<file path="src/hdl/motion_program_pkg.sv">
/*
  shared constants and types for the motion program sequencer.
  assumes one 20 MHz control clock and a synchronous active-low reset.
*/
package motion_program_pkg;

  // ----------------------------------------------------------------
  // sizes
  // ----------------------------------------------------------------
  localparam int STEP_BITS   = 4;
  localparam int NUM_STEPS   = 16;
  localparam int NUM_DIN     = 8;
  localparam int DIN_BITS    = 3;

  // ----------------------------------------------------------------
  // reaction modes of a step to the branch inputs
  // ----------------------------------------------------------------
  typedef enum logic [2:0]
  {
    react_final,
    react_ignore,
    react_hold,
    react_immediate,
    react_after
  } reaction_type;

  // ----------------------------------------------------------------
  // register offsets (byte offsets; word index = byte offset >> 2)
  // ----------------------------------------------------------------
  localparam logic [7:0] ADDR_CONTROL = 8'h00;
  localparam logic [7:0] ADDR_ENTRY   = 8'h04;
  localparam logic [7:0] ADDR_INMAP   = 8'h08;
  localparam logic [7:0] ADDR_STATUS  = 8'h0c;
  localparam logic [7:0] ADDR_STEP0   = 8'h40;

  // ----------------------------------------------------------------
  // step word fields
  // ----------------------------------------------------------------
  localparam int STEP_NEXT_A_LSB = 0;
  localparam int STEP_NEXT_B_LSB = 4;
  localparam int STEP_MODE_LSB   = 8;
  localparam int STEP_NOSTOP_BIT = 11;

  // ----------------------------------------------------------------
  // input map fields and reset values
  // ----------------------------------------------------------------
  localparam int MAP_HOME_LSB  = 0;
  localparam int MAP_START_LSB = 3;
  localparam int MAP_A_LSB     = 6;
  localparam int MAP_B_LSB     = 9;
  localparam int MAP_STOP_LSB  = 12;
  localparam int ENTRY_HOME_LSB  = 0;
  localparam int ENTRY_START_LSB = 8;
  localparam logic [DIN_BITS-1:0] RST_MAP_HOME  = 3'h0;
  localparam logic [DIN_BITS-1:0] RST_MAP_START = 3'h1;
  localparam logic [DIN_BITS-1:0] RST_MAP_A     = 3'h2;
  localparam logic [DIN_BITS-1:0] RST_MAP_B     = 3'h3;
  localparam logic [DIN_BITS-1:0] RST_MAP_STOP  = 3'h4;
  localparam logic [STEP_BITS-1:0] RST_ENTRY_HOME  = 4'h1;
  localparam logic [STEP_BITS-1:0] RST_ENTRY_START = 4'h2;
  localparam logic [11:0] RST_STEP = 12'h000;

endpackage

</file>
<file path="src/hdl/input_sync.sv">
/*
  two-flop synchroniser with rising-edge detect for one digital input.
  assumes the input is asynchronous to i_clk.
*/
`timescale 1ns/10ps
`default_nettype none

module input_sync
(
  input  wire logic i_clk,
  input  wire logic i_rst_n,
  input  wire logic i_pin,
  output logic      o_level,
  output logic      o_rise
);

  logic meta;
  logic sync;
  logic prev;

  // ----------------------------------------------------------------
  // synchroniser; meta is read by sync only
  // ----------------------------------------------------------------
  always_ff @(posedge i_clk)
  begin
    if (!i_rst_n)
    begin
      meta <= 1'b0;
      sync <= 1'b0;
      prev <= 1'b0;
    end
    else
    begin
      meta <= i_pin;
      sync <= meta;
      prev <= sync;
    end
  end

  assign o_level = sync;
  assign o_rise  = sync & ~prev;

endmodule

`default_nettype wire

</file>
<file path="src/hdl/motion_program_sequencer.sv">
/*
  motion program sequencer: chains stored steps, branches on two inputs,
  honours stop with per-step deferral.
  assumes a trajectory unit that takes o_target/o_go and answers i_reached.
*/
`timescale 1ns/10ps
`default_nettype none

module motion_program_sequencer
#(
  parameter int STEPS = motion_program_pkg::NUM_STEPS
)
(
  input  wire logic                                      i_clk,
  input  wire logic                                      i_rst_n,
  input  wire logic [motion_program_pkg::NUM_DIN-1:0]    i_din,
  input  wire logic                                      i_reached,
  input  wire logic [7:0]                                i_addr,
  input  wire logic [31:0]                               i_wdata,
  input  wire logic                                      i_wr,
  input  wire logic                                      i_rd,
  output logic      [31:0]                               o_rdata,
  output logic      [motion_program_pkg::STEP_BITS-1:0]  o_target,
  output logic                                           o_go,
  output logic                                           o_running
);

  localparam int SB = motion_program_pkg::STEP_BITS;
  localparam int DB = motion_program_pkg::DIN_BITS;

  // ----------------------------------------------------------------
  // configuration storage
  // ----------------------------------------------------------------
  logic          enable;
  logic [SB-1:0] entry_home;
  logic [SB-1:0] entry_start;
  logic [DB-1:0] map_home;
  logic [DB-1:0] map_start;
  logic [DB-1:0] map_a;
  logic [DB-1:0] map_b;
  logic [DB-1:0] map_stop;
  logic [11:0]   step_mem [STEPS];

  // ----------------------------------------------------------------
  // input synchronisers, one per pin
  // ----------------------------------------------------------------
  logic [motion_program_pkg::NUM_DIN-1:0] din_level;
  logic [motion_program_pkg::NUM_DIN-1:0] din_rise;

  genvar g;
  generate
    for (g = 0; g < motion_program_pkg::NUM_DIN; g++)
    begin : gen_sync
      input_sync u_sync
      (
        .i_clk   (i_clk),
        .i_rst_n (i_rst_n),
        .i_pin   (i_din[g]),
        .o_level (din_level[g]),
        .o_rise  (din_rise[g])
      );
    end
  endgenerate

  // ----------------------------------------------------------------
  // mapped input functions
  // ----------------------------------------------------------------
  wire branch_a_level = din_level[map_a];
  wire branch_b_level = din_level[map_b];
  wire branch_a_rise  = din_rise[map_a];
  wire branch_b_rise  = din_rise[map_b];
  wire stop_level     = din_level[map_stop];
  wire home_rise      = din_rise[map_home];
  wire start_rise     = din_rise[map_start];

  // ----------------------------------------------------------------
  // current step decode
  // ----------------------------------------------------------------
  logic [SB-1:0] cur;
  wire  [11:0]   cur_word = step_mem[cur];
  wire  [SB-1:0] next_a_idx = cur_word[motion_program_pkg::STEP_NEXT_A_LSB +: SB];
  wire  [SB-1:0] next_b_idx = cur_word[motion_program_pkg::STEP_NEXT_B_LSB +: SB];
  wire  [2:0]    mode_bits  = cur_word[motion_program_pkg::STEP_MODE_LSB +: 3];
  wire           no_stop    = cur_word[motion_program_pkg::STEP_NOSTOP_BIT];
  motion_program_pkg::reaction_type mode;
  assign mode = motion_program_pkg::reaction_type'(mode_bits);

  // ----------------------------------------------------------------
  // run state
  // ----------------------------------------------------------------
  typedef enum logic [1:0] {st_idle, st_move, st_wait} seq_state_type;

  seq_state_type state;
  seq_state_type next_state;
  logic          stop_saved;
  logic          edge_seen;
  logic          edge_is_b;
  logic [SB-1:0] next_cur;
  logic          next_go;
  logic          next_stop_saved;

  // entries may start only while idle and enabled
  wire entry_req = enable & (home_rise | start_rise);
  wire [SB-1:0] entry_idx = home_rise ? entry_home : entry_start;

  // stop sampled as a level so a held stop is never missed
  wire stop_now = stop_level & ~no_stop;

  // ----------------------------------------------------------------
  // sequencing decisions
  // ----------------------------------------------------------------
  always_comb
  begin
    next_state      = state;
    next_cur        = cur;
    next_go         = 1'b0;
    next_stop_saved = stop_saved | (stop_level & no_stop);
    case (state)
      st_idle:
      begin
        next_stop_saved = 1'b0;
        if (entry_req)
        begin
          next_cur   = entry_idx;
          next_go    = 1'b1;
          next_state = st_move;
        end
      end
      st_move:
      begin
        if (!enable || stop_now)
          next_state = st_idle;
        else if (mode == motion_program_pkg::react_immediate && (branch_a_level || branch_b_level)
                 && stop_saved && !no_stop)
          next_state = st_idle;                             // abandoning a step still ends it
        else if (mode == motion_program_pkg::react_immediate && (branch_a_level || branch_b_level))
        begin
          next_cur = branch_a_level ? next_a_idx : next_b_idx;
          next_go  = 1'b1;
        end
        else if (i_reached)
        begin
          if (mode == motion_program_pkg::react_final)
            next_state = st_idle;
          else if (stop_saved && !no_stop)
            next_state = st_idle;
          else if (mode == motion_program_pkg::react_ignore)
          begin
            next_cur = next_a_idx;
            next_go  = 1'b1;
          end
          else if (mode == motion_program_pkg::react_after)
          begin
            if (edge_seen)
            begin
              next_cur = edge_is_b ? next_b_idx : next_a_idx;
              next_go  = 1'b1;
            end
            else
              next_state = st_wait;
          end
          else
            next_state = st_wait;
        end
      end
      st_wait:
      begin
        if (!enable || stop_now)
          next_state = st_idle;
        else if (branch_a_level || branch_b_level)
        begin
          next_cur   = branch_a_level ? next_a_idx : next_b_idx;
          next_go    = 1'b1;
          next_state = st_move;
        end
      end
      default:
        next_state = st_idle;
    endcase
  end

  // ----------------------------------------------------------------
  // state registers
  // ----------------------------------------------------------------
  always_ff @(posedge i_clk)
  begin
    if (!i_rst_n)
    begin
      state      <= st_idle;
      cur        <= '0;
      o_go       <= 1'b0;
      stop_saved <= 1'b0;
    end
    else
    begin
      state      <= next_state;
      cur        <= next_cur;
      o_go       <= next_go;
      stop_saved <= next_stop_saved;
    end
  end

  // ----------------------------------------------------------------
  // edge recorder for evaluate-after-target steps
  // ----------------------------------------------------------------
  always_ff @(posedge i_clk)
  begin
    if (!i_rst_n || next_go)
    begin
      edge_seen <= 1'b0;
      edge_is_b <= 1'b0;
    end
    else if (state == st_move && (branch_a_rise || branch_b_rise))
    begin
      edge_seen <= 1'b1;
      edge_is_b <= ~branch_a_rise;
    end
  end

  assign o_target  = cur;
  assign o_running = (state != st_idle);

  // ----------------------------------------------------------------
  // register port: writes
  // ----------------------------------------------------------------
  wire wr_ctrl  = i_wr && i_addr == motion_program_pkg::ADDR_CONTROL;
  wire wr_entry = i_wr && i_addr == motion_program_pkg::ADDR_ENTRY;
  wire wr_map   = i_wr && i_addr == motion_program_pkg::ADDR_INMAP;
  wire is_step  = i_addr >= motion_program_pkg::ADDR_STEP0 &&
                  i_addr <  motion_program_pkg::ADDR_STEP0 + 8'(4 * STEPS) && i_addr[1:0] == 2'b00;
  wire [SB-1:0] step_sel = SB'((i_addr - motion_program_pkg::ADDR_STEP0) >> 2);

  always_ff @(posedge i_clk)
  begin
    if (!i_rst_n)
    begin
      enable      <= 1'b0;
      entry_home  <= motion_program_pkg::RST_ENTRY_HOME;
      entry_start <= motion_program_pkg::RST_ENTRY_START;
      map_home    <= motion_program_pkg::RST_MAP_HOME;
      map_start   <= motion_program_pkg::RST_MAP_START;
      map_a       <= motion_program_pkg::RST_MAP_A;
      map_b       <= motion_program_pkg::RST_MAP_B;
      map_stop    <= motion_program_pkg::RST_MAP_STOP;
    end
    else
    begin
      if (wr_ctrl)
        enable <= i_wdata[0];
      if (wr_entry)
      begin
        entry_home  <= i_wdata[motion_program_pkg::ENTRY_HOME_LSB +: SB];
        entry_start <= i_wdata[motion_program_pkg::ENTRY_START_LSB +: SB];
      end
      if (wr_map)
      begin
        map_home  <= i_wdata[motion_program_pkg::MAP_HOME_LSB +: DB];
        map_start <= i_wdata[motion_program_pkg::MAP_START_LSB +: DB];
        map_a     <= i_wdata[motion_program_pkg::MAP_A_LSB +: DB];
        map_b     <= i_wdata[motion_program_pkg::MAP_B_LSB +: DB];
        map_stop  <= i_wdata[motion_program_pkg::MAP_STOP_LSB +: DB];
      end
    end
  end

  // step table has no reset; software loads it before enabling
  always_ff @(posedge i_clk)
  begin
    if (i_wr && is_step)
      step_mem[step_sel] <= i_wdata[11:0];
  end

  // ----------------------------------------------------------------
  // register port: reads, data valid one cycle later
  // ----------------------------------------------------------------
  logic [31:0] rd_mux;
  always_comb
  begin
    rd_mux = 32'h0;
    if (i_addr == motion_program_pkg::ADDR_CONTROL)
      rd_mux = {31'h0, enable};
    else if (i_addr == motion_program_pkg::ADDR_ENTRY)
      rd_mux = {20'h0, entry_start, 4'h0, entry_home};
    else if (i_addr == motion_program_pkg::ADDR_INMAP)
      rd_mux = {17'h0, map_stop, map_b, map_a, map_start, map_home};
    else if (i_addr == motion_program_pkg::ADDR_STATUS)
      rd_mux = {22'h0, edge_is_b, edge_seen, stop_saved, o_running, 2'h0, cur};
    else if (is_step)
      rd_mux = {20'h0, step_mem[step_sel]};
  end

  always_ff @(posedge i_clk)
  begin
    if (i_rst_n && i_rd)
      o_rdata <= rd_mux;                                    // stands one cycle only
    else
      o_rdata <= 32'h0;
  end

  // ----------------------------------------------------------------
  // checks
  // ----------------------------------------------------------------
  property p_final_ends;
    @(posedge i_clk) disable iff (!i_rst_n)
    (state == st_move && mode == motion_program_pkg::react_final && i_reached && enable && !stop_now) |=> !o_running;
  endproperty
  a_final_ends: assert property (p_final_ends) else $error("final step did not end run");
  property p_stop_ends;
    @(posedge i_clk) disable iff (!i_rst_n)
    (state != st_idle && stop_level && !no_stop) |=> !o_running;
  endproperty
  a_stop_ends: assert property (p_stop_ends) else $error("stop did not end run");
  property p_nostop_runs;
    @(posedge i_clk) disable iff (!i_rst_n)
    (state == st_move && stop_level && no_stop && enable && !i_reached) |=> o_running && stop_saved;
  endproperty
  a_nostop_runs: assert property (p_nostop_runs) else $error("no-stop step halted");
  property p_ignore_next;
    @(posedge i_clk) disable iff (!i_rst_n)
    (state == st_move && mode == motion_program_pkg::react_ignore && i_reached && enable
     && !stop_now && !stop_saved) |=> (o_go && o_target == $past(next_a_idx));
  endproperty
  a_ignore_next: assert property (p_ignore_next) else $error("ignore step wrong successor");
  property p_immediate;
    @(posedge i_clk) disable iff (!i_rst_n)
    (state == st_move && mode == motion_program_pkg::react_immediate && branch_a_level && enable
     && !stop_now && !(stop_saved && !no_stop)) |=> (o_go && o_target == $past(next_a_idx));
  endproperty
  a_immediate: assert property (p_immediate) else $error("immediate branch not taken");
  property p_hold_moving;
    @(posedge i_clk) disable iff (!i_rst_n)
    (state == st_move && mode == motion_program_pkg::react_hold && !i_reached) |=> !o_go;
  endproperty
  a_hold_moving: assert property (p_hold_moving) else $error("hold step branched early");
  property p_after_edge;
    @(posedge i_clk) disable iff (!i_rst_n)
    (state == st_move && !next_go && branch_b_rise && !branch_a_rise) |=> (edge_seen && edge_is_b);
  endproperty
  a_after_edge: assert property (p_after_edge) else $error("edge not recorded");
  property p_entry;
    @(posedge i_clk) disable iff (!i_rst_n)
    (state == st_idle && !enable) |=> !o_running;
  endproperty
  a_entry: assert property (p_entry) else $error("run started while disabled");
  property p_go_running;
    @(posedge i_clk) disable iff (!i_rst_n)
    o_go |-> o_running;
  endproperty
  a_go_running: assert property (p_go_running) else $error("go pulse outside run");

endmodule

`default_nettype wire

</file>
<file path="config.mk">
export PLATFORM = sky130hd
export DESIGN_NAME = motion_program_sequencer
export DESIGN_NICKNAME = d
export VERILOG_FILES = /design/src/hdl/motion_program_pkg.sv /design/src/hdl/input_sync.sv /design/src/hdl/motion_program_sequencer.sv
export SDC_FILE = /design/constraint.sdc
export NUM_CORES = 1
export LEC_CHECK = 0
export BUFFER_PORTS_ARGS = -buffer_cell sky130_fd_sc_hd__buf_2
export CORE_ASPECT_RATIO = 1.5
export CORE_UTILIZATION = 54
export DETAILED_ROUTE_END_ITERATION = 6
export PLACE_DENSITY = 0.73
export SYNTH_ARGS = -nofsm -noshare
export SYNTH_HDL_FRONTEND = slang
export SYNTH_HIERARCHICAL = 1
export SYNTH_SLANG_ARGS = --single-unit
export TNS_END_PERCENT = 50
</file>
<file path="constraint.sdc">
create_clock -name i_clk -period 3.2 [get_ports i_clk]
set_clock_uncertainty 0.15 [all_clocks]
set_input_delay 0 -clock i_clk [delete_from_list [all_inputs] [get_ports i_clk]]
set_output_delay 0 -clock i_clk [all_outputs]
set_load 0.005 [all_outputs]
</file>
Word-level counts from Yosys, hierarchy flattened
Memory sizes are Yosys's and may differ from the RTL's. A register that Yosys moved wholly into a read port is not among the register bits. Index checks and enable logic that the tools add are counted.

Output and inout bits: 38. Bits in writable memories: 192. Bits in registers: 90. Word-level logic and storage cells: 195. Bits of input ports: 53. Memories kept: 1.

Memories: step_mem (words 16, bits a word 12, rd ports 2, clocked after memory_dff 1, wr ports 1, RTL line motion_program_sequencer.sv:42) `logic [11:0] step_mem [STEPS];`.

Multiplexer cells: 65. Reduce and logical (&&, ||, !) cells: 31. Bitwise operators: 25. Equal/unequal tests: 23. $lt $le $gt $ge: 7. Add/subtract/negate cells: 1.

Operators with widths (count): two-way mux 4 bit (17); two-way mux 12 bit (3); two-way mux 2 bit (12); two-way mux 1 bit (22); binary-select mux 1 bit (select 3 bit) (7); less-than comparator 3 x 4 -> 1 bit (second input constant) (5); equality test 8 x 4 -> 1 bit (second input constant) (2); inequality test 4 bit (second input constant) (4); two-way mux 15 bit (1); logical AND 1 bit (12); inequality test 3 bit (second input constant) (4); NOT 1 bit (12); one-hot mux 4 bit (3 select lines) (1); AND 1 bit (11); AND reduction 11 bit (1); inequality test 2 bit (second input constant) (5); equality test 8 x 3 -> 1 bit (second input constant) (1); greater-or-equal comparator 8 x 7 -> 1 bit (second input constant) (1); logical NOT 8 bit (1); less-than comparator 8 bit (second input constant) (1); inequality test 7 bit (second input constant) (1); inequality test 6 bit (second input constant) (1); one-hot mux 2 bit (3 select lines) (1); AND reduction 6 bit (1); 17 further kinds (25).

Longest topological paths before layout
Gate-level depths: netlist of run 1.

Depth after elaboration: 13. Mapped depth: 9. Gate-level depth less buffers: 8.

By module
Netlist of run 1, hierarchy kept.

By module, submodules not included: motion_program_sequencer (times used 1, area each 11891.4 sq um, cells each 715); input_sync (times used 8, area each 92.6 sq um, cells each 7).

Worst setup path before layout of run 1
Ideal clock, no wire load.

Path kind: register -> register. Start: register (tool-made name). End: register (tool-made name). Setup time: 104 ps. Buffers on the path: 2. Data arrival time: 2578 ps. Required time: 2946 ps. Path slack: 369 ps. Stages on the path, launching flop included: 10. Path through: dfxtp_1 > buf_6 > buf_12 > mux4_2 > a22oi_2 > nand3_4 > nor4b_2 > nor4_1 > or3b_4 > o32ai_1.

==> flow_metrics.tcl, run 1 <==
set metrics [dict create \
    synth-edff-count 192 \
    core_region_area_um2 23000 \
    yosysWarnings 6 \
    synth_area_um2 12600 \
    hold_viol 0 \
    synthAdderAreaFrac 0.00495 \
    synthMuxAreaShare 0.262 \
    critPathMaxStageDelay_ns 0.55 \
    holdWs_ns 0.0248 \
    synth_top_area_cell "edfxtp_1" \
    ant_nets 0 \
    io_pins 91 \
    cp.arrival_ns 3.39 \
    dp_hpwl_um 22900 \
    ir_worst_vdd_uv 348 \
    synth_top_family_by_area "multiplexers" \
    cp_top_family "simple AND/OR/NAND/NOR gates" \
    min_period_ns 3.13 \
    crit_slowest_cell "mux4_2" \
    grt.overflow.total 0 \
    clock_latency_ns 0.54 \
    max_freq_mhz 320 \
    syn_inst 771 \
    tritoncts "yes" \
    setup_ws_ns 0.0710 \
    cp_num_buf_inv 1 \
    fin_nets 949 \
    grt_usage 0.291 \
    place_inst 1111 \
    required_ns 3.46 \
    numClockSinks 269 \
    start_util 0.550 \
    utilization 0.640 \
    die_w_um 127 \
    hold_path_class "input port to flip-flop" \
    placed_area_um2 13400 \
    grt_max_degree 52 \
    area_delta_synth_final_pct 16.4 \
    drt-total-wl_um 34100 \
    tightest_slew_ns 0.801 \
    synth_common_cells "edfxtp_1 (192), mux4_2 (119), dfxtp_1 (77)" \
    synth_top_area_frac 0.456 \
    h-tree-depth 1 \
    synthArstFlopShare 0 \
    layoutNonFillerInstCount 1190 \
    synthXorXnorAreaFrac 0 \
    grt_first_pass_wirelength_um 50300 \
    cp-end-kind "flip-flop" \
    diodes 0 \
    status "completed" \
    avgSynthCellArea_um2 16.4 \
    gp_congestion 0.930 \
    clk_path_buf_depth 3 \
    antenna_found_initial 0 \
    drv_slew 0 \
    drc_errors 0 \
    clock-root-buffer "clkbuf_16" \
    max-cap-violations 0 \
    dieArea_um2 24000 \
    fp.dieH_um 189 \
    num_vias 7882 \
    crit_type "flip-flop to flip-flop" \
    ys_ff_latch 269 \
    grt_pass1_vias 8354 \
    portBuffers 56 \
    cts.clk_slew.worst_paths_ns 0.07 \
    drive_above_1_share 0.325 \
    synth_seq_area_share 0.578 \
    slew_headroom 0.466 \
    dominantRegCellSynth "edfxtp_1" \
    numCtsBuffers 25 \
    path_cells "buf_6 -> mux4_2 -> a22oi_2 -> nand3_4 -> nor4b_4 -> nor4_2 -> or3b_4 -> o32ai_1" \
    fin_crit_sh 0.978 \
    place_ws_ns 0.0778 \
    ys_top_cells_by_area "edfxtp_1 (46%), mux4_2 (21%), dfxtp_1 (12%)" \
    setup_violations 0 \
    worst_setup_path_start_kind "flip-flop" \
    leakagePower_nw 5.03 \
    firstDrtPassIters 5 \
    finalInstanceArea_um2 14700 \
    synth.most_common_cell "edfxtp_1" \
    rows 68 \
    synth_compound_area_frac 0.0408 \
    drt_iter0_markers 816 \
    power_density_nw_per_um2 519 \
    wl_per_cell_um 28.6 \
    synth-simple-area-share 0.0842 \
    via_per_inst 6.62 \
    crit_path_max_fanout 13 \
    synth_cell_types 53 \
]
power breakdown:
part	leakage [nW]	internal, W	switching (W)
sequential	2.35	0.00375	0.0000374
combinational	2.23	0.000297	0.000339
clock	0.445	0.00187	0.00134
flip-flops by register name (all words and copies together) (netlist names), 4 cells and up, named ones only:
| register | count |
|---|---|
| o_target | 4 |
| gen_sync.u_sync/prev | 8 |
| o_rdata | 15 |
| step_mem | 192 |
| gen_sync.u_sync/o_level | 8 |
| gen_sync.u_sync/meta | 8 |
| entry_home | 4 |
| entry_start | 4 |
repair_timing:
item,in CTS,in global routing
setup endpoints to repair,0,8
buffers inserted,0,0
hold buffers,33,0
gates resized for setup,0,4
hold endpoints to repair,258,0
per-stage QoR:
step | power [W] | TNS [ns]
after floorplan | 0.00425 | 0
after global placement | 0.00444 | 0
after detailed placement | 0.00445 | 0
after CTS | 0.00765 | 0
after global routing | 0.00782 | -0.0684
final | 0.00763 | 0
path summary, 6_finish.rpt:
| check | startpoint | end | slack [ns] | depth (start not counted) |
|---|---|---|---|---|
| worst max-delay path | flip-flop | flip-flop | 0.07 | 8 |
| worst min-delay path | i_addr[0] | o_rdata[7] | 0.02 | 6 |
| worst max register to register | flip-flop | flip-flop | 0.07 | 8 |
| worst min register to register | gen_sync[3].u_sync/meta | gen_sync[3].u_sync/o_level | 0.28 | 1 |
cell usage in the layout (no fill, tap or decap), drive strengths merged, types with 15 or more instances in the layout:
| cell type | synthesis | layout |
|---|---|---|
| edfxtp | 192 | 192 |
| mux4 | 132 | 132 |
| buf | 30 | 106 |
| dfxtp | 77 | 77 |
| nand2 | 60 | 60 |
| nor2 | 36 | 36 |
| dlygate4sd3 | 0 | 33 |
| clkbuf | 32 | 32 |
| and2 | 31 | 31 |
| mux2i | 24 | 24 |
| nor2b | 22 | 22 |
| conb | 1 | 17 |
| inv | 11 | 17 |
| nand3 | 15 | 15 |
| a22oi | 15 | 15 |
worst min-delay path, delay by kind of cell:
| family | cells | cell delay [ns] |
|---|---|---|
| AO/OA/AOI/OAI | 1 | 0.17 |
| AND/OR/NAND/NOR | 3 | 0.23 |
| buffers and inverters | 2 | 0.27 |
cell type report:
cell class | count | area, um2
clock buffer | 32 | 724
clock inverter | 14 | 171
fill | 1579 | 8270
inverter | 11 | 41.3
multi-input combinational | 445 | 5060
sequential | 269 | 7310
tap | 280 | 350
timing repair buffer | 139 | 1040
layer usage:
metal	up-vias	part of all wire	global-route usage
met2	418	0.53	0.512
met5	-	0	0
met1	4015	0.33	0.321
li1	3304	-	-
met3	145	0.064	0.0396
met4	0	0.079	0.216
kinds of logic (layout without fill, tap and decap cells):
logic type,count (synthesis),after routing
buffers and inverters,73,196
and+or+nand+nor,192,192
AOI/OAI and AO/OA,71,71
adders and majority gates,5,5
DFF,269,269
muxes,160,160
other,1,17
No activity file was read; power rests on OpenSTA's default activity.
==> run 2: changes to the inputs <==
Clock period 3.2 ns to 3.81 ns, I/O delays scaled along.
==> run 2 against run 1 <==
The run now ends with design-rule violations left. Die area did not move. Worst hold slack improved by 0.027 ns. Clock-buffer cell count increased by 4. Cell area down 1.9%. Combinational power down 20%. Largest cell class unchanged. Critical path depth fell by 1. Highest routed layer unchanged. Core utilization shrank 1.2 points. Routed wire length shrank 3.8%. Maximum frequency fell by 6.0%. Sequential cell count stayed put.
==> flow_metrics.tcl, run 2 (same netlist as run 1, synthesis figures left out) <==
set metrics [dict create \
    num_vias 7757 \
    ir_worst_vdd_uv 360 \
    critPathMaxStageDelay_ns 0.66 \
    cts_resized 0 \
    numClockSinks 269 \
    crit_slowest_cell "dfxtp_2" \
    area_delta_synth_final_pct 14.2 \
    via_per_inst 6.62 \
    hold_path_class "input port to flip-flop" \
    holdWs_ns 0.0514 \
    grt_first_pass_wirelength_um 49500 \
    h-tree-depth 1 \
    fin_nets 934 \
    drc_errors 1 \
    leakagePower_nw 4.89 \
    start_util 0.550 \
    min_period_ns 3.33 \
    required_ns 4.03 \
    setup_violations 0 \
    crit_path_max_fanout 20 \
    rsz0062_at_grt "false" \
    fp.dieH_um 189 \
    fin_crit_sh 0.873 \
    clock_latency_ns 0.53 \
    violations "design-rule violations" \
    clock-root-buffer "clkbuf_16" \
    antenna_found_initial 0 \
    core_region_area_um2 23000 \
    crit_type "flip-flop to flip-flop" \
    power_density_nw_per_um2 429 \
    drv_slew 0 \
    cp-end-kind "flip-flop" \
    max_freq_mhz 300 \
    rows 68 \
    clk_path_buf_depth 3 \
    ant_nets 0 \
    portBuffers 56 \
    r2r_cells 7 \
    status "complete, but fails checks" \
    dp_hpwl_um 22200 \
    grt_max_degree 60 \
    final_common_cell "edfxtp_1" \
    firstDrtPassIters 7 \
    diodes 0 \
    hold_viol 0 \
    numCtsBuffers 25 \
    io_pins 91 \
    largest_reg_flops 192 \
    tritoncts "yes" \
    drive_above_1_share 0.308 \
    slew_headroom 0.420 \
    path_cells "buf_4 -> mux4_1 -> mux4_2 -> mux2i_1 -> o21ai_0 -> a311oi_1 -> o32ai_1" \
    biggestRegsByFlops "step_mem: 192 flops, o_rdata: 15 flops" \
    drt_iter0_markers 779 \
    gp_congestion 0.924 \
    cts.clk_slew.worst_paths_ns 0.07 \
    dieArea_um2 24000 \
    final_cell_mix "edfxtp_1 (192), mux4_2 (119), dfxtp_1 (75)" \
    max-cap-violations 0 \
    ff2ff_setup_slack_ns 0.48 \
    die_w_um 127 \
    drt-total-wl_um 32800 \
    grt.overflow.total 0 \
    cp.arrival_ns 3.55 \
    grt_usage 0.284 \
    largest_register "step_mem" \
    finalSetupTns_ns 0 \
    worst_setup_path_start_kind "flip-flop" \
    wl_per_cell_um 28.0 \
    tightest_slew_ns 0.871 \
    grt_pass1_vias 7885 \
]
==> run 2: cell count changes in the layout (fill, tap and decap cells not counted), sizes merged <==
cell / delta
buf: -13
inv: -5
clkbuf: +4
bufinv: -2
dlygate4sd3: -2
==> run 2: final cells by class <==
cell class	instances	area [um2]
clock inverters	7	55.1
multi-input cells	445	5040
inverters	11	41.3
well taps	280	350
repair buffers	124	871
fillers	1579	8550
flip-flops and latches	269	7310
clock buffers	36	761
==> run 2: worst min-delay path by stage <==
stage	depth (start not counted)	slack (ns)	startpoint	endpoint
floorplan	0	-0.05	i_wdata[0]	step_mem[0][0]
global placement	2	0.05	i_din[3]	gen_sync[3].u_sync/meta
detailed placement	2	0.06	i_din[3]	gen_sync[3].u_sync/meta
CTS	6	0.04	i_addr[0]	o_rdata[9]
global route	3	0.08	i_din[7]	gen_sync[7].u_sync/meta
finish	6	0.05	i_addr[0]	o_rdata[9]
==> run 2: critical path, delay by kind of cell (launching register included) <==
kind / cells / cell delay (ns)
muxes: 3 / 1.35
DFF: 1 / 0.66
AOI/OAI and AO/OA: 3 / 0.51
buffers and inverters: 1 / 0.48
==> run 2: metrics by stage <==
step	worst slack, ns	cells	util	power (W)	instance area, um2
finish	0.482	1172	0.628	0.00618	14400
global placement	0.499	1098	0.579	0.00371	13300
floorplan	0.979	787	-	0.00357	12700
detailed placement	0.498	1098	0.579	0.00373	13300
global route	0.274	1172	0.628	0.00634	14400
CTS	0.474	1172	0.628	0.00619	14400
==> run 2: power by group <==
part / switching, W / total, W / internal [W]
Sequential: 0.0000332 / 0.00318 / 0.00315
Clock: 0.00105 / 0.00249 / 0.00144
Combinational: 0.000272 / 0.000510 / 0.000238
Total: 0.00135 / 0.00618 / 0.00483
==> run 2: repair_timing <==
item / CTS / global route
endpoints found under the setup margin: 0 / 0
hold endpoints to repair: 243 / 0
setup buffers: 0 / 0
hold buffers: 31 / 0
==> run 2: metal layers <==
| layer | up-vias | wire length [um] | global-route usage |
|---|---|---|---|
| li1 | 3266 | - | - |
| met2 | 423 | 17400 | 0.503 |
| met3 | 104 | 2000 | 0.0404 |
| met5 | - | 0 | 0 |
| met1 | 3964 | 11600 | 0.334 |
| met4 | 0 | 1840 | 0.149 |
==> run 3: changes to the inputs <==
--- a/config.mk
+++ b/config.mk
@@ -8,3 +8,2 @@
 export BUFFER_PORTS_ARGS = -buffer_cell sky130_fd_sc_hd__buf_2
-export CORE_ASPECT_RATIO = 1.5
 export CORE_UTILIZATION = 54
--- a/constraint.sdc
+++ b/constraint.sdc
@@ -4,2 +4,2 @@
 set_output_delay 0 -clock i_clk [all_outputs]
-set_load 0.005 [all_outputs]
+set_load 0.1 [all_outputs]
==> run 3 against run 2 <==
The flow now finishes without violations. Core utilization rose by 0.96 points. Worst setup slack got worse by 0.18 ns. Highest routed layer unchanged. Largest cell class unchanged. Routed wire length fell by 5.1%. Via count fell by 1.0%. Combinational power rose by 19%.
==> flow_metrics.tcl, run 3 (same netlist as run 1, synthesis figures left out) <==
set metrics [dict create \
    ir_worst_vdd_uv 289 \
    drive_above_1_share 0.307 \
    grt.overflow.total 0 \
    nFillCells 1543 \
    status "completed" \
    via_per_inst 6.37 \
    grt_first_pass_wirelength_um 47700 \
    core_region_area_um2 22800 \
    wl_per_cell_um 25.8 \
    rows 55 \
    clkPwrFrac 0.413 \
    start_util 0.555 \
    grt_max_degree 60 \
    tritoncts "yes" \
    min_period_ns 3.51 \
    area_delta_synth_final_pct 15.0 \
    dieArea_um2 24000 \
    crit_path_max_fanout 18 \
    path_cells "mux4_1 -> mux4_2 -> inv_1 -> a31oi_1 -> nor4_1 -> o21ai_0 -> o32ai_1" \
    max_freq_mhz 285 \
    power.switching_w 0.00149 \
    biggestRegsByFlops "step_mem: 192 flops, o_rdata: 15 flops" \
    dp_hpwl_um 20700 \
    die_w_um 155 \
    worst_setup_path_start_kind "flip-flop" \
    fin_nets 929 \
    h-tree-depth 1 \
    numClockSinks 269 \
    ant_nets 0 \
    crit_type "flip-flop to flip-flop" \
    grt_usage 0.269 \
    clk_path_buf_depth 3 \
    cp_top_family "multiplexers" \
    portBuffers 56 \
    hold_viol 0 \
    drc_errors 0 \
    rsz0062_at_grt "false" \
    hold_path_class "input port to flip-flop" \
    fin_crit_sh 0.920 \
    p_int_w 0.00496 \
    crit_slowest_cell "dfxtp_2" \
    largest_reg_flops 192 \
    firstDrtPassIters 6 \
    largest_register "step_mem" \
    drv_slew 0 \
    cts.clk_slew.worst_paths_ns 0.06 \
    num_vias 7677 \
    slew_headroom 0.409 \
    required_ns 4.08 \
    drt-total-wl_um 31100 \
    fp.dieH_um 155 \
    max-cap-violations 0 \
    cp.arrival_ns 3.77 \
    critPathMaxStageDelay_ns 0.72 \
    finalSetupTns_ns 0 \
    swShare 0.231 \
    setup_violations 0 \
    power_density_nw_per_um2 444 \
    leakagePower_nw 4.92 \
    numCtsBuffers 27 \
    place_ws_ns 0.401 \
    drt_iter0_markers 812 \
    pwr-share-comb 0.094 \
    io_pins 91 \
    clock_latency_ns 0.54 \
    gp_congestion 0.897 \
    final_common_cell "edfxtp_1" \
    clock-root-buffer "clkbuf_16" \
    cp-end-kind "flip-flop" \
    cp_num_buf_inv 1 \
    final_cell_mix "edfxtp_1 (192), mux4_2 (119), dfxtp_1 (75)" \
    setup_ws_ns 0.304 \
    p_seq_frac 0.493 \
    grt_pass1_vias 7984 \
    tightest_slew_ns 0.887 \
    antenna_found_initial 0 \
    diodes 0 \
]
run 3: cell count changes in the layout (fill, tap and decap cells not counted), moves of 2 or more:
cell and delta:
buf_4 -10, clkbuf_16 +4, clkinv_1 -3, clkinv_2 +2
dlygate4sd3_1 +3, inv_4 +2
run 3: layout make-up:
type	count	area, um2	share of cell area
Sequential cell	269	7310	0.503
Tap cell	313	392	0.0270
Inverter	11	41.3	0.00284
Clock buffer	41	866	0.0596
Clock inverter	9	51.3	0.00353
Multi-Input combinational cell	445	5040	0.347
Timing Repair Buffer	117	826	0.0569
run 3: power by group through the flow:
stage / clock (W) / sequential, W / combinational [W]
2_1_floorplan: 0 / 0.00325 / 0.000425
3_3_place_gp: 0 / 0.00324 / 0.000566
3_5_place_dp: 0 / 0.00324 / 0.000578
4_1_cts: 0.00270 / 0.00318 / 0.000603
5_1_grt: 0.00281 / 0.00318 / 0.000639
6_report: 0.00267 / 0.00318 / 0.000606
run 3: final timing paths:
kind | start | end | slack, ns | cells after the start
worst max-delay path | flip-flop | flip-flop | 0.30 | 7
worst min-delay path | i_din[1] | gen_sync[1].u_sync/meta | 0.06 | 3
worst max register to register | flip-flop | flip-flop | 0.30 | 7
worst min register to register | gen_sync[4].u_sync/meta | gen_sync[4].u_sync/o_level | 0.27 | 1
run 3: per-stage QoR:
step           cells  hold slack, ns  cell area, um2  total power (W)   util
5_1_grt         1205          0.0726           14500          0.00663  0.638
3_3_place_gp    1121          0.0587           13300          0.00380  0.582
2_1_floorplan    787         -0.0511           12700          0.00367      -
6_report        1205          0.0649           14500          0.00645  0.638
3_5_place_dp    1121          0.0649           13300          0.00382  0.582
4_1_cts         1205          0.0479           14500          0.00648  0.638
run 3: what timing repair did:
action / CTS / global route
hold buffers: 34 / 0
gates resized for setup: 0 / 0
endpoints found under the hold margin: 247 / 0
setup buffers: 0 / 0
run 3: tightest hold or removal path, delay by kind of cell:
family,cells,cell delay (ns)
buffers and inverters,2,0.60
and+or+nand+nor,1,0.11
run 3: per-layer routing:
metal | wire (um) | vias up | global-route usage
li1 | - | 3265 | -
met1 | 11800 | 3922 | 0.343
met2 | 16100 | 402 | 0.477
met3 | 2240 | 88 | 0.0354
met4 | 932 | 0 | 0.0882
met5 | 0 | - | 0
